### config.mk
export PLATFORM = sky130hd
export DESIGN_NAME = dac_latch
export DESIGN_NICKNAME = d
export VERILOG_FILES = /design/src/verilog/dac_latch_pkg.sv /design/src/verilog/word_if.sv /design/src/verilog/dac_latch.sv /design/src/verilog/sync2.sv /design/src/verilog/word_buf.sv
export SDC_FILE = /design/constraint.sdc
export NUM_CORES = 1
export LEC_CHECK = 0
export ABC_AREA = 1
export BUFFER_PORTS_ARGS = -buffer_cell sky130_fd_sc_hd__buf_4
export CAP_MARGIN = 0
export CELL_PAD_IN_SITES_DETAIL_PLACEMENT = 0
export CELL_PAD_IN_SITES_GLOBAL_PLACEMENT = 1
export CORE_UTILIZATION = 45
export CTS_CLUSTER_SIZE = 10
export DETAILED_ROUTE_END_ITERATION = 8
export PLACE_DENSITY_LB_ADDON = 0.1
export SYNTH_ARGS = -nofsm -noshare
export SYNTH_HDL_FRONTEND = slang
export SYNTH_SLANG_ARGS = --single-unit
### constraint.sdc
create_clock -name clock_in -period 1.8 [get_ports clock_in]
set_clock_uncertainty 0.1 [all_clocks]
set_input_delay 0.27 -clock clock_in [delete_from_list [all_inputs] [get_ports clock_in]]
set_output_delay 0.27 -clock clock_in [all_outputs]
set_load 0.01 [all_outputs]
### src/verilog/dac_latch_pkg.sv
// Constants shared by the serial converter latch design
package dac_latch_pkg;
  localparam int          CODE_W     = 16;
  localparam int          CNT_W      = 5;
  localparam logic [15:0] ZERO_CODE  = 16'h0000;
  localparam logic [15:0] MID_CODE   = 16'h8000;
  localparam int          CLK_MHZ    = 25;
  localparam int          SCLK_MAX_MHZ = 50;
  localparam int          BUF_DEPTH  = 2;
  localparam logic [4:0]  FRAME_BITS = 5'h10;
  localparam logic [1:0]  BOOT_LAST  = 2'h2;
endpackage

### src/verilog/word_if.sv
// Valid/ready word channel between the design's modules
interface word_if;
  logic [15:0] data;
  logic        valid;
  logic        ready;
  modport src (output data, output valid, input ready);
  modport dst (input data, input valid, output ready);
endinterface
### src/verilog/dac_latch.sv
// Serial input, input register and converter latch of the converter
// Function
// - 16-bit latch code alone sets output
// - Serial clock up to 50 MHz; here pins are sampled by the 25 MHz clock, so it must stay well under that
// - Select high resets latch to mid-scale
// - Select low resets latch to zero
// - Active-low hardware reset restores latches
// - Shift only while chip select low
// - Sample data on serial clock rising edge
// - Load low copies input register to latch
// - MSB first; chip select rise moves word
// - Sixteen clocks; extra keep last sixteen
// - Load tied low updates on chip-select rise
// - Reset sets input register and latch alike
module dac_latch (
  input  wire logic        clock_in,
  input  wire logic        nrst_in,
  input  wire logic        reset_level_select_in,
  input  wire logic        cs_n_in,
  input  wire logic        sclk_in,
  input  wire logic        sdi_in,
  input  wire logic        latch_load_n_in,
  output logic [15:0]      latch_code_out,
  output logic [15:0]      input_reg_out,
  output logic             frame_error_out
);
  // Pins pass two flops; link clock must stay well under this rate
  logic        cs_act_s;
  logic        cs_n_s;
  logic        sclk_s;
  logic        sdi_s;
  logic        ldn_s;
  logic        sel_s;
  logic        sclk_d_r;
  logic        sclk_d_nxt;
  logic        cs_d_r;
  logic        cs_d_nxt;
  logic [15:0] shift_r;
  logic [15:0] shift_nxt;
  logic [4:0]  cnt_r;
  logic [4:0]  cnt_nxt;
  logic [4:0]  cnt_base;
  logic [15:0] in_r;
  logic [15:0] in_nxt;
  logic [15:0] lat_r;
  logic [15:0] lat_nxt;
  logic        err_r;
  logic        err_nxt;
  logic [1:0]  boot_r;
  logic [1:0]  boot_nxt;
  logic        started_r;
  logic        started_nxt;
  logic        sclk_rise;
  logic        cs_rise;
  logic        cs_fall;
  logic        bit_take;
  logic [15:0] rst_code;

  word_if wr_ch ();
  word_if rd_ch ();

  // Chip select synchronised active high, so reset reads as deselected
  sync2 u_cs (
    .clock_in (clock_in),
    .nrst_in  (nrst_in),
    .d_in     (!cs_n_in),
    .q_out    (cs_act_s)
  );

  sync2 u_sclk (
    .clock_in (clock_in),
    .nrst_in  (nrst_in),
    .d_in     (sclk_in),
    .q_out    (sclk_s)
  );

  sync2 u_sdi (
    .clock_in (clock_in),
    .nrst_in  (nrst_in),
    .d_in     (sdi_in),
    .q_out    (sdi_s)
  );

  sync2 u_ldn (
    .clock_in (clock_in),
    .nrst_in  (nrst_in),
    .d_in     (latch_load_n_in),
    .q_out    (ldn_s)
  );

  sync2 u_sel (
    .clock_in (clock_in),
    .nrst_in  (nrst_in),
    .d_in     (reset_level_select_in),
    .q_out    (sel_s)
  );

  // Completed frames queue as words; valid ignores ready, so a word arriving at a full buffer is lost
  word_buf u_buf (
    .clock_in (clock_in),
    .nrst_in  (nrst_in),
    .wr       (wr_ch),
    .rd       (rd_ch)
  );

  // Strap reads zero under reset, so it is trusted only after boot
  assign rst_code = sel_s ? dac_latch_pkg::MID_CODE : dac_latch_pkg::ZERO_CODE;

  assign cs_n_s    = !cs_act_s;
  assign sclk_rise = sclk_s && !sclk_d_r;
  assign cs_rise   = cs_n_s && !cs_d_r;
  assign cs_fall   = !cs_n_s && cs_d_r;
  assign bit_take  = !cs_n_s && sclk_rise;

  assign wr_ch.data  = shift_r;
  assign wr_ch.valid = cs_rise && (cnt_r == dac_latch_pkg::FRAME_BITS);
  assign rd_ch.ready = 1'b1;

  // Edge detectors idle at the pins' idle levels
  always_comb begin
    sclk_d_nxt = sclk_s;
    cs_d_nxt   = cs_n_s;
  end

  always_ff @(posedge clock_in or negedge nrst_in) begin
    if (!nrst_in) begin
      sclk_d_r <= 1'b0;
      cs_d_r   <= 1'b1;
    end else begin
      sclk_d_r <= sclk_d_nxt;
      cs_d_r   <= cs_d_nxt;
    end
  end

  // Frame start clears the count even if a bit lands with it
  always_comb begin
    cnt_base  = cs_fall ? 5'h00 : cnt_r;
    shift_nxt = shift_r;
    cnt_nxt   = cnt_base;
    err_nxt   = err_r;
    if (bit_take) begin
      shift_nxt = {shift_r[14:0], sdi_s};
      if (cnt_base != dac_latch_pkg::FRAME_BITS) begin
        cnt_nxt = cnt_base + 5'h01;
      end
    end
    if (cs_rise) begin
      // Short frame keeps old word and flags it
      err_nxt = (cnt_r != dac_latch_pkg::FRAME_BITS);
    end
  end

  always_ff @(posedge clock_in or negedge nrst_in) begin
    if (!nrst_in) begin
      shift_r <= 16'h0000;
      cnt_r   <= 5'h00;
      err_r   <= 1'b0;
    end else begin
      shift_r <= shift_nxt;
      cnt_r   <= cnt_nxt;
      err_r   <= err_nxt;
    end
  end

  // Strap needs two edges through its flops before it is trusted
  always_comb begin
    boot_nxt    = boot_r;
    started_nxt = started_r;
    if (!started_r) begin
      boot_nxt    = boot_r + 2'h1;
      started_nxt = (boot_r == dac_latch_pkg::BOOT_LAST);
    end
  end

  always_ff @(posedge clock_in or negedge nrst_in) begin
    if (!nrst_in) begin
      boot_r    <= 2'h0;
      started_r <= 1'b0;
    end else begin
      boot_r    <= boot_nxt;
      started_r <= started_nxt;
    end
  end

  // Input register and converter latch
  always_comb begin
    in_nxt  = in_r;
    lat_nxt = lat_r;
    if (rd_ch.valid) begin
      in_nxt = rd_ch.data;
    end
    if (!ldn_s) begin
      lat_nxt = in_r;
    end
    if (!started_r) begin
      // Reset code reloads until the strap has settled
      in_nxt  = rst_code;
      lat_nxt = rst_code;
    end
  end

  always_ff @(posedge clock_in or negedge nrst_in) begin
    if (!nrst_in) begin
      in_r  <= 16'h0000;
      lat_r <= 16'h0000;
    end else begin
      in_r  <= in_nxt;
      lat_r <= lat_nxt;
    end
  end

  assign latch_code_out  = lat_r;
  assign input_reg_out   = in_r;
  assign frame_error_out = err_r;

  a_shift_hold: assert property (@(posedge clock_in) disable iff (!nrst_in)
    cs_n_s && cs_d_r |=> $stable(shift_r))
    else $error("shift moved with chip select high");
  a_shift_bit: assert property (@(posedge clock_in) disable iff (!nrst_in)
    !cs_n_s && sclk_rise |=> shift_r[0] == $past(sdi_s))
    else $error("bit not sampled on rising edge");
  a_load_copy: assert property (@(posedge clock_in) disable iff (!nrst_in)
    started_r && !ldn_s |=> lat_r == $past(in_r))
    else $error("latch not loaded from input register");
  a_latch_hold: assert property (@(posedge clock_in) disable iff (!nrst_in)
    started_r && ldn_s |=> $stable(lat_r))
    else $error("latch changed without load");
  a_frame_word: assert property (@(posedge clock_in) disable iff (!nrst_in)
    wr_ch.valid |-> ##2 in_r == $past(shift_r, 2))
    else $error("frame word not moved to input register");
  a_short_frame: assert property (@(posedge clock_in) disable iff (!nrst_in)
    started_r && cs_rise && cnt_r != 5'h10 |=> err_r ##1 $stable(in_r))
    else $error("short frame not rejected");
  a_tied_load: assert property (@(posedge clock_in) disable iff (!nrst_in)
    started_r && wr_ch.valid && !ldn_s ##1 !ldn_s ##1 !ldn_s |=> lat_r == in_r)
    else $error("latch not updated after chip select rise");
  a_reset_mid: assert property (@(posedge clock_in) disable iff (!nrst_in)
    !started_r && sel_s |=> lat_r == 16'h8000 && in_r == 16'h8000)
    else $error("mid-scale reset wrong");
  a_reset_zero: assert property (@(posedge clock_in) disable iff (!nrst_in)
    !started_r && !sel_s |=> lat_r == 16'h0000 && in_r == 16'h0000)
    else $error("zero reset wrong");
  a_reset_both: assert property (@(posedge clock_in) disable iff (!nrst_in)
    !started_r |=> lat_r == in_r)
    else $error("reset left latches unequal");
  a_reset_sel: assert property (@(posedge clock_in) disable iff (!nrst_in)
    !started_r |=> in_r == $past(rst_code))
    else $error("input register reset wrong");
  a_mid_code: assert property (@(posedge clock_in) disable iff (!nrst_in)
    sel_s |-> rst_code == 16'h8000)
    else $error("mid-scale code wrong");

  a_err_clear: assert property (@(posedge clock_in) disable iff (!nrst_in)
    cs_rise && cnt_r == dac_latch_pkg::FRAME_BITS |=> !err_r)
    else $error("good frame left error flag set");
  a_err_hold: assert property (@(posedge clock_in) disable iff (!nrst_in)
    !cs_rise |=> $stable(err_r))
    else $error("error flag moved without chip select rise");
  a_count_sat: assert property (@(posedge clock_in) disable iff (!nrst_in)
    cnt_r <= dac_latch_pkg::FRAME_BITS)
    else $error("bit count passed frame length");
  a_input_hold: assert property (@(posedge clock_in) disable iff (!nrst_in)
    started_r && !rd_ch.valid |=> $stable(in_r))
    else $error("input register moved without a word");

  c_good_frame: cover property (@(posedge clock_in) disable iff (!nrst_in) wr_ch.valid);
  c_long_frame: cover property (@(posedge clock_in) disable iff (!nrst_in)
    bit_take && cnt_r == dac_latch_pkg::FRAME_BITS);
  c_mid_reset: cover property (@(posedge clock_in) disable iff (!nrst_in)
    !started_r && sel_s);
  c_short_frame: cover property (@(posedge clock_in) disable iff (!nrst_in)
    cs_rise && cnt_r != 5'h10);
  c_load: cover property (@(posedge clock_in) disable iff (!nrst_in)
    started_r && !ldn_s && lat_r != in_r);
endmodule // dac_latch

### src/verilog/sync2.sv
// Two-flop synchroniser for one pin
module sync2 (
  input  wire logic clock_in,
  input  wire logic nrst_in,
  input  wire logic d_in,
  output logic      q_out
);
  logic meta_r;
  logic meta_nxt;
  logic q_nxt;

  always_comb begin
    meta_nxt = d_in;
    q_nxt    = meta_r;
  end

  always_ff @(posedge clock_in or negedge nrst_in) begin
    if (!nrst_in) begin
      meta_r <= 1'b0;
      q_out  <= 1'b0;
    end else begin
      meta_r <= meta_nxt;
      q_out  <= q_nxt;
    end
  end
endmodule // sync2

### src/verilog/word_buf.sv
// Two-entry word buffer with valid and ready on both sides
module word_buf (
  input  wire logic clock_in,
  input  wire logic nrst_in,
  word_if.dst       wr,
  word_if.src       rd
);
  logic [15:0] mem_r [2];
  logic [15:0] mem_nxt [2];
  logic        wp_r, wp_nxt, rp_r, rp_nxt;
  logic [1:0]  cnt_r, cnt_nxt;
  logic        push, pop;

  assign wr.ready = (cnt_r != 2'h2);
  assign rd.valid = (cnt_r != 2'h0);
  assign rd.data  = mem_r[rp_r];

  always_comb begin
    push    = wr.valid && wr.ready;
    pop     = rd.valid && rd.ready;
    mem_nxt = mem_r;
    if (push) begin
      mem_nxt[wp_r] = wr.data;
    end
    wp_nxt  = push ? ~wp_r : wp_r;
    rp_nxt  = pop ? ~rp_r : rp_r;
    cnt_nxt = cnt_r + {1'b0, push} - {1'b0, pop};
  end

  always_ff @(posedge clock_in or negedge nrst_in) begin
    if (!nrst_in) begin
      mem_r[0] <= 16'h0000;
      mem_r[1] <= 16'h0000;
      wp_r     <= 1'b0;
      rp_r     <= 1'b0;
      cnt_r    <= 2'h0;
    end else begin
      mem_r <= mem_nxt;
      wp_r  <= wp_nxt;
      rp_r  <= rp_nxt;
      cnt_r <= cnt_nxt;
    end
  end
endmodule // word_buf

Word level (Yosys, flattened, before mapping):

Index checks and enable logic that the tools add are counted.

* memories: 0
* input bits: 7
* register bits after elaboration: 105
* output and inout port bits: 33
* RAM bits: 0
* latch bits: 0
* memory bits (read-only): 0
* logic and storage cells: 69

* reductions and logical operators: 12
* muxes and demuxes: 15
* $lt $le $gt $ge: 3
* $mul: 0
* bitwise operators: 4
* equal/unequal tests: 7
* add/subtract/negate cells: 4
* shifts and indexed selects: 0
* div/mod/pow operators: 0

Operators by type and width (number)
* 2-to-1 mux 16 bit: 9
* bitwise mux 32 bit: 1
* demux 16 bit (select 1 bit): 1
* 2-to-1 mux 5 bit: 3
* != test 5 bit (second input constant): 2
* logical AND 1 bit: 7
* adder 5 x 1 -> 5 bit (second input constant): 1
* == test 5 bit (second input constant): 1
* >= comparator 2 bit (second input constant): 2
* logical NOT 1 bit: 4
* != test 2 bit (second input constant): 2
* inverter 1 -> 2 bit: 2
* adder 2 x 1 -> 2 bit: 1
* adder 2 x 1 -> 2 bit (second input constant): 1
* == test 2 bit (second input constant): 1
* less-than comparator 2 x 1 -> 1 bit (second input constant): 1
* != test 2 x 1 -> 1 bit (second input constant): 1
* inverter 1 bit: 2
* nonzero test 2 bit: 1
* subtractor 2 x 1 -> 2 bit: 1
* 2-to-1 mux 1 bit: 1

Logic depth before layout (Yosys ltp):

Gate-level depths: netlist (run 1).

* depth after elaboration: 6
* depth in mapped cells: 7
* depth with buffers taken out: 7

Modules after synthesis:

A second synthesis (run 1) with hierarchy kept.

* cell total of the unflattened synthesis: 488
* area total of the unflattened synthesis: 4518.1 um2

Modules (own cells, without submodules)
* dac_latch: instances 1, seq. area each 1477.7 um2, cells each 255, area an instance 2402.3 um2
* word_buf: instances 1, seq. area each 900.9 um2, cells each 223, area an instance 1865.5 um2
* sync2: instances 5, seq. area each 50.0 um2, cells each 2, area an instance 50.0 um2

Worst setup path before layout (run 1):

No wires, ideal clock.

* kind: flip-flop to flip-flop
* from: register u_cs.q_out
* to: register u_buf.mem_r[30] (netlist bit)
* cell stages (with the launch flop): 8
* buffers on the path: 1
* period minus slack after synthesis: 1.353 ns
* data arrival time: 1.136 ns
* library setup time: 0.117 ns
* setup slack: 0.447 ns
* required time: 1.583 ns
* cells stage by stage: dfrtp_1 -> nor2_2 -> nand2_2 -> nor2_8 -> nand3_4 -> buf_6 -> nand2_1 -> nand2_1

* longest elaborated chain between the ends: 4

RTL lines
* start: declaration: line sync2.sv:6 `output logic q_out`
* start signal: assignment: line sync2.sv:23 `q_out <= q_nxt;`
* logical NOT 1 bit: line dac_latch.sv:109 `assign cs_n_s = !cs_act_s;`
* logical AND 1 bit: line dac_latch.sv:111 `assign cs_rise = cs_n_s && !cs_d_r;`
* logical AND 1 bit: line dac_latch.sv:116 `assign wr_ch.valid = cs_rise && (cnt_r == dac_latch_pkg::FRAME_BITS);`
* logical AND 1 bit: line word_buf.sv:19 `push = wr.valid && wr.ready;`
* end signal: assignment: line word_buf.sv:38 `mem_r <= mem_nxt;`
* end: declaration: line word_buf.sv:8 `logic [15:0] mem_r [2];`

Every way passes these cells.
A chain may end at the register's enable or synchronous reset.

Worst setup path in the final report (run 1):

* from: register u_cs.q_out
* to: register u_buf.mem_r[2] (netlist bit)

Same word-level chain as after synthesis.

==> impl_metrics.toml, run 1 <==
[sta]
tightest_slew_ns = 0.504
tns_ns = 0
slew_headroom_pct = 66.3
setup_viol = 0
fin_crit_ns = 1.56
hold_viol = 0
finalWorstSetupSlack_ns = 0.240
rsz0062_at_grt = "no"
hold_slack_ns = 0.257
finalMaxSlewViolations = 0
finalCritPeriodShare_pct = 86.6
max_freq_mhz = 641

[floorplan]
initial_utilization_pct = 46.1
coreArea_um2 = 9200
pin_count = 40
die-area_um2 = 9810
die_height_um = 99.1
num_rows = 35
die_x_um = 99.1

[layout]
n_fill_cell = 845
final_cells = 598
syn2layout_area_growth_pct = 15.8
ff_latch_area_um2 = 2630
nets = 490
layout-drive-gt1-share_pct = 18.9
multiInputGateArea_um2 = 1360
antenna_cells = 0

[clock_network]
cts_tree = "done"
cts.sinks = 105
root_buffer = "clkbuf_8"
clockBufferDepth = 2
hold_buffers = 6
cts_made_buffers = 9
cts_resized = 0
cts_setup_buffers = 0
clk_pin_slew_ns = 0.10
clkLatencyLatePin_ns = 0.36
h-tree-depth = 3

[worst_hold_path]
worst_hold_path_type = "reg -> reg"
hold_depth = 0

[place]
dp_worst_setup_slack_ns = 0.254
hpwl_um = 5580
place_congestion = 0.762
dp.cells = 576
portBuffers = 39

[pwr]
irDropWorstVdd_uv = 474
cell_internal_pwr_mw = 3.04
leakage_nw = 2.58
p_per_area_nw_per_um2 = 824
swShare_pct = 24.8
pwr-share-seq_pct = 61.6
combPwrFrac_pct = 4.3
clock_power_share_pct = 34.1
p_sw_mw = 1.00

[grt]
grt_pass1_vias = 2867
grt_pass1_wl_um = 14300
overflow = 0
antenna_found_initial = 0
grt_usage_pct = 18.4
grt_max_degree = 35

[synth]
avgSynthCellArea_um2 = 9.70
synth_top_area_share_pct = 61.4
synth_cell_types = 30
synth_area_leaders = "dfrtp_1 61%, nand2_1 12%, nand4_1 4.7%"
synth_nets = 445
netlist_instances = 437
synth_area_um2 = 4240
yosysWarnings = 0
yosysTopAreaCell = "dfrtp_1"
ys_seq_elements = 105
ys_seq_area_share_pct = 62.0

[setup_path]
cp-startpoint = "u_cs.q_out"
worstReg2RegStart = "u_cs.q_out"
reg2reg_slack_ns = 0.24
path_class = "reg -> reg"
end_kind = "flip-flop"
reg2reg_to = "u_buf.mem_r[2]"
r2r_cells = 6
required_ns = 1.99
cp.arrival_ns = 1.75
endpoint = "u_buf.mem_r[2]"
startpoint_type = "flip-flop"
crit_fanout = 28

[drt]
drt_iter0_markers = 130
ant_nets = 0
vias = 3009
drc_errors = 0
via_per_inst = 5.03
firstDrtPassIters = 4
drt-total-wl_um = 8170
wl_per_cell_um = 13.7

[flow_run]
maxCapViolCount = 0

[outcome]
status = "finished, final reports clean"
[layout by cell type, fill, tap and decap left out, types with 3 or more instances in the layout]
cell type	netlist	final
clkbuf_8	0	10
nand2_1	131	131
o21ai_0	33	33
dfrtp_1	104	104
or2_2	16	16
nor2_1	8	8
nand3_1	20	20
clkinvlp_4	0	3
inv_1	32	32
buf_4	1	49
dlygate4sd3_1	0	6
o22ai_1	15	15
nand4_1	32	32
[final cells by class]
| type | count | area share (%) |
|---|---|---|
| clock buffer | 10 | 2.80 |
| tap | 111 | 2.83 |
| clock inverter | 6 | 1.04 |
| sequential | 105 | 53.5 |
| multi-input combinational | 274 | 27.6 |
| timing repair buffer | 57 | 9.53 |
| inverter | 35 | 2.67 |
[cells by family after synthesis]
| logic type | after synthesis | synth area share (%) |
|---|---|---|
| adders and majority gates | 1 | 0.295 |
| AOI/OAI and AO/OA | 53 | 6.82 |
| DFF | 105 | 62.0 |
| buffers and inverters | 58 | 6.02 |
| and+or+nand+nor | 217 | 24.3 |
| xor gates and xnor gates | 3 | 0.620 |
[cell usage after synthesis (all sizes together)]
library cell / number
a21oi: 2
buf: 13
clkbuf: 10
clkinv: 2
dfrtp: 104
dfstp: 1
ha: 1
inv: 33
nand2: 132
nand3: 24
nand3b: 1
nand4: 32
nor2: 10
nor3: 1
o211ai: 2
o21ai: 34
o22ai: 15
or2: 17
xnor2: 1
xor2: 2
[sequential cells by signal (all words and copies together), names as in the netlist, 2 cells and up]
register / flops
latch_code_out: 16
shift_r: 16
boot_r: 2
u_buf.mem_r: 32
u_buf.cnt_r: 2
input_reg_out: 16
cnt_r: 5
[critical path: stages (launching register included)]
cell	delay, ns
dfrtp_1	0.43
nor2_2	0.15
nand2_2	0.10
nor2_8	0.17
buf_4	0.30
nand4_1	0.14
nand2_1	0.10
[how the worst min path moves through the flow]
stage	startpoint	endpoint	slack, ns
2_1_floorplan	nrst_in	boot_r[0]	-0.13
4_1_cts	u_cs.meta_r	u_cs.q_out	0.26
6_report	u_cs.meta_r	u_cs.q_out	0.26
3_3_place_gp	nrst_in	u_ldn.q_out	0.16
3_5_place_dp	nrst_in	u_ldn.q_out	0.16
5_1_grt	u_cs.meta_r	u_cs.q_out	0.27
[per-stage QoR]
stage / util [%] / instance area [um2] / power, mW
finish: 53.4 / 4910 / 4.05
global route: 53.4 / 4910 / 4.23
CTS: 53.4 / 4910 / 4.10
detailed placement: 50.7 / 4660 / 2.71
global placement: 50.7 / 4660 / 2.70
floorplan: - / 4240 / 2.60
[routing by layer]
| layer | part of all wire (%) | global-route usage (%) | vias up |
|---|---|---|---|
| li1 | - | - | 1535 |
| met2 | 44 | 28.5 | 59 |
| met3 | 3.4 | 2.70 | 10 |
| met4 | 1.1 | 5.77 | 0 |
| met1 | 51 | 27.1 | 1405 |
| met5 | 0 | 0 | - |
[power by group through the flow]
stage	registers (mW)	clock network, mW	logic (mW)
2_1_floorplan	2.52	0	0.0795
3_3_place_gp	2.54	0	0.164
3_5_place_dp	2.54	0	0.169
4_1_cts	2.50	1.43	0.180
5_1_grt	2.51	1.53	0.203
6_report	2.50	1.38	0.173
Note: power is estimated with default switching activity, not from simulation.
==> run 2, diff against run 1 <==
--- a/config.mk
+++ b/config.mk
@@ -8,9 +8,9 @@
 export ABC_AREA = 1
 export BUFFER_PORTS_ARGS = -buffer_cell sky130_fd_sc_hd__buf_4
 export CAP_MARGIN = 0
-export CELL_PAD_IN_SITES_DETAIL_PLACEMENT = 0
-export CELL_PAD_IN_SITES_GLOBAL_PLACEMENT = 1
-export CORE_UTILIZATION = 45
+export CELL_PAD_IN_SITES_DETAIL_PLACEMENT = 1
+export CELL_PAD_IN_SITES_GLOBAL_PLACEMENT = 2
+export CORE_UTILIZATION = 37
 export CTS_CLUSTER_SIZE = 10
 export DETAILED_ROUTE_END_ITERATION = 8
 export PLACE_DENSITY_LB_ADDON = 0.1
==> run 2 against run 1 <==
  * Worst hold slack lost 0.0077 ns
  * Flip-flop and latch count is the same
  * Non-clock buffer count grew 6
  * Critical path depth is the same
  * Sequential share of layout area shrank 1.8 points
  * Register-to-register slack lost 0.04 ns
  * First-iteration DRC count shrank 8.5%
  * Count of clock-buffer cells in the layout grew 2
  * Final cell count grew 5.7%
  * Utilization shrank 7.1 points
  * Die area grew 21%
  * Critical endpoint is now u_buf.mem_r[12]
==> impl_metrics.toml, run 2 (synthesis gave the netlist of run 1 again) <==
[outcome]
status = "finished, final reports clean"

[pwr]
irDropWorstVdd_uv = 464
p_per_area_nw_per_um2 = 894
power_mw = 4.55
leakage_nw = 2.65

[layout]
final_core_util_pct = 46.3
nets = 496
fin_area_um2 = 5080
antenna_cells = 0
final_common_cell = "nand2_1"
final_cells = 632
largest_register_ffs = 32
layout-drive-gt1-share_pct = 19.1
syn2layout_area_growth_pct = 19.9
layout_common_cells = "131 x nand2_1, 104 x dfrtp_1, 55 x buf_4"
regMostFlops = "u_buf.mem_r"

[worst_hold_path]
worst_hold_path_type = "reg -> reg"
hp-start = "u_cs.meta_r"
worstHoldEndpoint = "u_cs.q_out"
hold_depth = 0

[setup_path]
required_ns = 1.97
path_class = "reg -> reg"
end_kind = "flip-flop"
worstReg2RegStart = "u_cs.q_out"
startpoint_type = "flip-flop"
reg2reg_slack_ns = 0.20
reg2reg_to = "u_buf.mem_r[12]"
crit_fanout = 26
cp.arrival_ns = 1.78
r2r_cells = 6

[grt]
grt_pass1_wl_um = 16100
grt_usage_pct = 18.1
grt_pass1_vias = 3182
grt_max_degree = 38
antenna_found_initial = 0
overflow = 0

[place]
place_congestion = 0.735
dp.cells = 611
hpwl_um = 6740
portBuffers = 39
placed_area_um2 = 4740

[flow_run]
maxCapViolCount = 0

[floorplan]
pin_count = 40
die_x_um = 109
initial_utilization_pct = 38.6
die-area_um2 = 11900
num_rows = 38
coreArea_um2 = 11000
die_height_um = 109

[drt]
wl_per_cell_um = 15.0
ant_nets = 0
firstDrtPassIters = 4
vias = 3065
drt-total-wl_um = 9490
drc_errors = 0
via_per_inst = 4.85
drt_iter0_markers = 119

[clock_network]
cts_tree = "done"
root_buffer = "clkbuf_16"
cts.sinks = 105
cts_made_buffers = 9
clockBufferDepth = 2
clk_pin_slew_ns = 0.06
clkLatencyLatePin_ns = 0.34
cts_setup_buffers = 0
h-tree-depth = 3

[sta]
slew_headroom_pct = 68.3
finalMaxSlewViolations = 0
finalCritPeriodShare_pct = 89.1
hold_viol = 0
rsz0062_at_grt = "no"
tns_ns = 0
setup_viol = 0
tightest_slew_ns = 0.475
max_freq_mhz = 624
fin_crit_ns = 1.60
## run 2: cell count changes in the layout (fill, tap and decap cells not counted), sizes merged
cell / previous run / this run
buf: 51 / 57
clkbuf: 10 / 12
clkinvlp: 3 / 1
bufinv: 0 / 1
clkinv: 4 / 3
inv: 34 / 33
## run 2: per-stage QoR
stage	hold WS (ns)	worst slack, ns
CTS	0.252	0.174
floorplan	-0.126	0.447
detailed placement	0.108	0.221
finish	0.249	0.196
global route	0.254	0.0556
global placement	0.103	0.274
## run 2: worst max-delay path, stage by stage, from the launching register on
cell and delay [ns]:
dfrtp_1 0.42, nor2_2 0.16, nand2_2 0.10, nor2_8 0.20, buf_4 0.30, nand4_1 0.16, nand2_1 0.10
## run 2: area by class of cell
type	count	area, um2
Sequential cell	105	2630
Clock buffer	12	236
Inverter	35	131
Tap cell	140	175
Clock inverter	3	42.5
Fill cell	1237	5900
Timing Repair Buffer	63	513
Multi-Input combinational cell	274	1360
## run 2: how the worst max path moves through the flow
stage | from | end | cells after the start
floorplan | u_cs.q_out | u_buf.mem_r[30] | 7
CTS | u_cs.q_out | u_buf.mem_r[12] | 6
global route | u_cs.q_out | u_buf.mem_r[12] | 6
finish | u_cs.q_out | u_buf.mem_r[12] | 6
global placement | u_cs.q_out | u_buf.mem_r[11] | 6
detailed placement | u_cs.q_out | u_buf.mem_r[11] | 6
## run 2: layer usage
layer | vias to the layer above | part of all wire [%] | global-route usage (%)
met4 | 0 | 1.6 | 7.82
met2 | 43 | 48 | 28.9
met3 | 10 | 2.5 | 2.33
li1 | 1533 | - | -
met5 | - | 0 | 0
met1 | 1479 | 48 | 24.6
## run 2: what timing repair did
action                    4_1_cts  5_1_grt
hold endpoints to repair       27        0
resized for setup               0        0
hold buffers                    6        0
## run 2: power breakdown
group          switching [mW]  internal [mW]
logic                   0.112         0.0658
clock network           0.799           1.07
registers              0.0739           2.43
total                   0.984           3.56
==> run 3, diff against run 2 <==
==> constraint.sdc (replaced) <==
create_clock -name clock_in -period 1.6 [get_ports clock_in]
set_clock_uncertainty 0.1 [all_clocks]
set_input_delay 0.24 -clock clock_in [delete_from_list [all_inputs] [get_ports clock_in]]
set_output_delay 0.24 -clock clock_in [all_outputs]
set_load 0.01 [all_outputs]
==> run 3 against run 2 <==
  * Non-clock buffer count is 3 higher
  * Global-route usage about the same
  * Register-to-register slack got worse by 0.07 ns
  * First-iteration DRC count up 69%
  * Final cell count up 0.63%
  * Worst hold slack gained 0.0053 ns
  * Routed wire length increased by 2.3%
  * Critical endpoint is now u_buf.mem_r[2]
==> impl_metrics.toml, run 3 (synthesis gave the netlist of run 1 again) <==
[setup_path]
required_ns = 1.73
path_class = "reg -> reg"
cp.arrival_ns = 1.60
startpoint_type = "flip-flop"
slowest_stage = "dfrtp_1"
cp_cell_sequence = "nor2_2 -> nand2_2 -> nor2_8 -> nand3_4 -> nand2_1 -> nand2_1"
crit_fanout = 16
crit_path_frequent_cell = "nand2_1"
worst_path_largest_cell_delay_ns = 0.43
end_kind = "flip-flop"

[place]
dp.cells = 614
hpwl_um = 6830
portBuffers = 39
place_congestion = 0.773

[sta]
finalCritPeriodShare_pct = 92.2
rsz0062_at_grt = "no"
max_freq_mhz = 678
slew_headroom_pct = 70.0
tightest_slew_ns = 0.451
finalMaxSlewViolations = 0
setup_viol = 0
tns_ns = 0
fin_crit_ns = 1.47
hold_viol = 0

[clock_network]
clkLatencyLatePin_ns = 0.34
cts_made_buffers = 9
clockBufferDepth = 2
cts_tree = "done"
root_buffer = "clkbuf_16"
clk_pin_slew_ns = 0.07
cts.sinks = 105
h-tree-depth = 3

[floorplan]
num_rows = 38
die-area_um2 = 11900
pin_count = 40
initial_utilization_pct = 38.6
coreArea_um2 = 11000
die_height_um = 109
die_x_um = 109

[drt]
firstDrtPassIters = 4
wl_per_cell_um = 15.3
vias = 3119
drt-total-wl_um = 9710
drt_iter0_markers = 201
drc_errors = 0
via_per_inst = 4.90
ant_nets = 0

[layout]
syn2layout_area_growth_pct = 21.9
nets = 499
layout-drive-gt1-share_pct = 20.6
antenna_cells = 0
final_cells = 636
regMostFlops = "u_buf.mem_r"
largest_register_ffs = 32
final_common_cell = "nand2_1"
layout_common_cells = "130 x nand2_1, 104 x dfrtp_1, 56 x buf_4"

[pwr]
p_per_area_nw_per_um2 = 1030
irDropWorstVdd_uv = 506
leakage_nw = 2.70

[grt]
grt_max_degree = 33
overflow = 0
grt_pass1_vias = 3235
met3_usage_pct = 2.45
antenna_found_initial = 0
grt_usage_pct = 18.0
grt_pass1_wl_um = 16500
grt-busiest-layer = "met2"
met2_usage_pct = 28.7
use_met1_pct = 25.0

[outcome]
status = "finished, final reports clean"

[worst_hold_path]
worst_hold_path_type = "reg -> reg"

[flow_run]
maxCapViolCount = 0
run 3: timing repair:
item                                    in CTS  in global routing
hold buffers                                 6                  0
setup buffers                                0                  0
hold endpoints to repair                    31                  0
resized for setup                            0                  1
endpoints found under the setup margin       0                  4
run 3: final timing paths:
| kind | startpoint | endpoint | slack (ns) | cells after the start |
|---|---|---|---|---|
| worst max register to register | u_cs.q_out | u_buf.mem_r[2] | 0.13 | 6 |
| worst min-delay path | u_sclk.meta_r | u_sclk.q_out | 0.25 | 0 |
| min in group asynchronous | nrst_in | u_ldn.q_out | 0.29 | 2 |
| worst min register to register | u_sclk.meta_r | u_sclk.q_out | 0.25 | 0 |
| worst max-delay path | u_cs.q_out | u_buf.mem_r[2] | 0.13 | 6 |
| max in group asynchronous | nrst_in | shift_r[0] | 0.59 | 3 |
run 3: final cells by class:
| type | instances | area (um2) |
|---|---|---|
| fillers | 1246 | 5810 |
| flip-flops and latches | 105 | 2630 |
| multi-input cells | 274 | 1360 |
| repair buffers | 66 | 561 |
| clock buffers | 12 | 267 |
| well taps | 140 | 175 |
| inverters | 35 | 131 |
| clock inverters | 4 | 48.8 |
run 3: where the power goes:
group          internal [mW]  total [mW]  switching [mW]
logic                 0.0755       0.200           0.125
clock network           1.34        2.30           0.958
registers               2.73        2.81          0.0829
run 3: critical path, delay by kind of cell, from the launching register on:
| kind | cells | cell delay, ns |
|---|---|---|
| AND/OR/NAND/NOR | 6 | 0.83 |
| flip-flops | 1 | 0.43 |
run 3: per-stage QoR:
step	worst slack, ns	hold slack (ns)	power (mW)	util, %	instance area (um2)
finish	0.126	0.255	5.31	47.1	5170
global route	0.00300	0.262	5.51	47.1	5170
CTS	0.0545	0.254	5.39	47.0	5170
detailed placement	0.105	0.131	3.06	43.6	4790
global placement	0.149	0.123	3.05	43.6	4790
floorplan	0.247	-0.156	2.92	-	4240
run 3: metal layers:
layer,up-vias,share of wire [%]
met5,-,0
met4,0,1.2
met3,9,2.6
met2,42,46
met1,1521,50
li1,1547,-
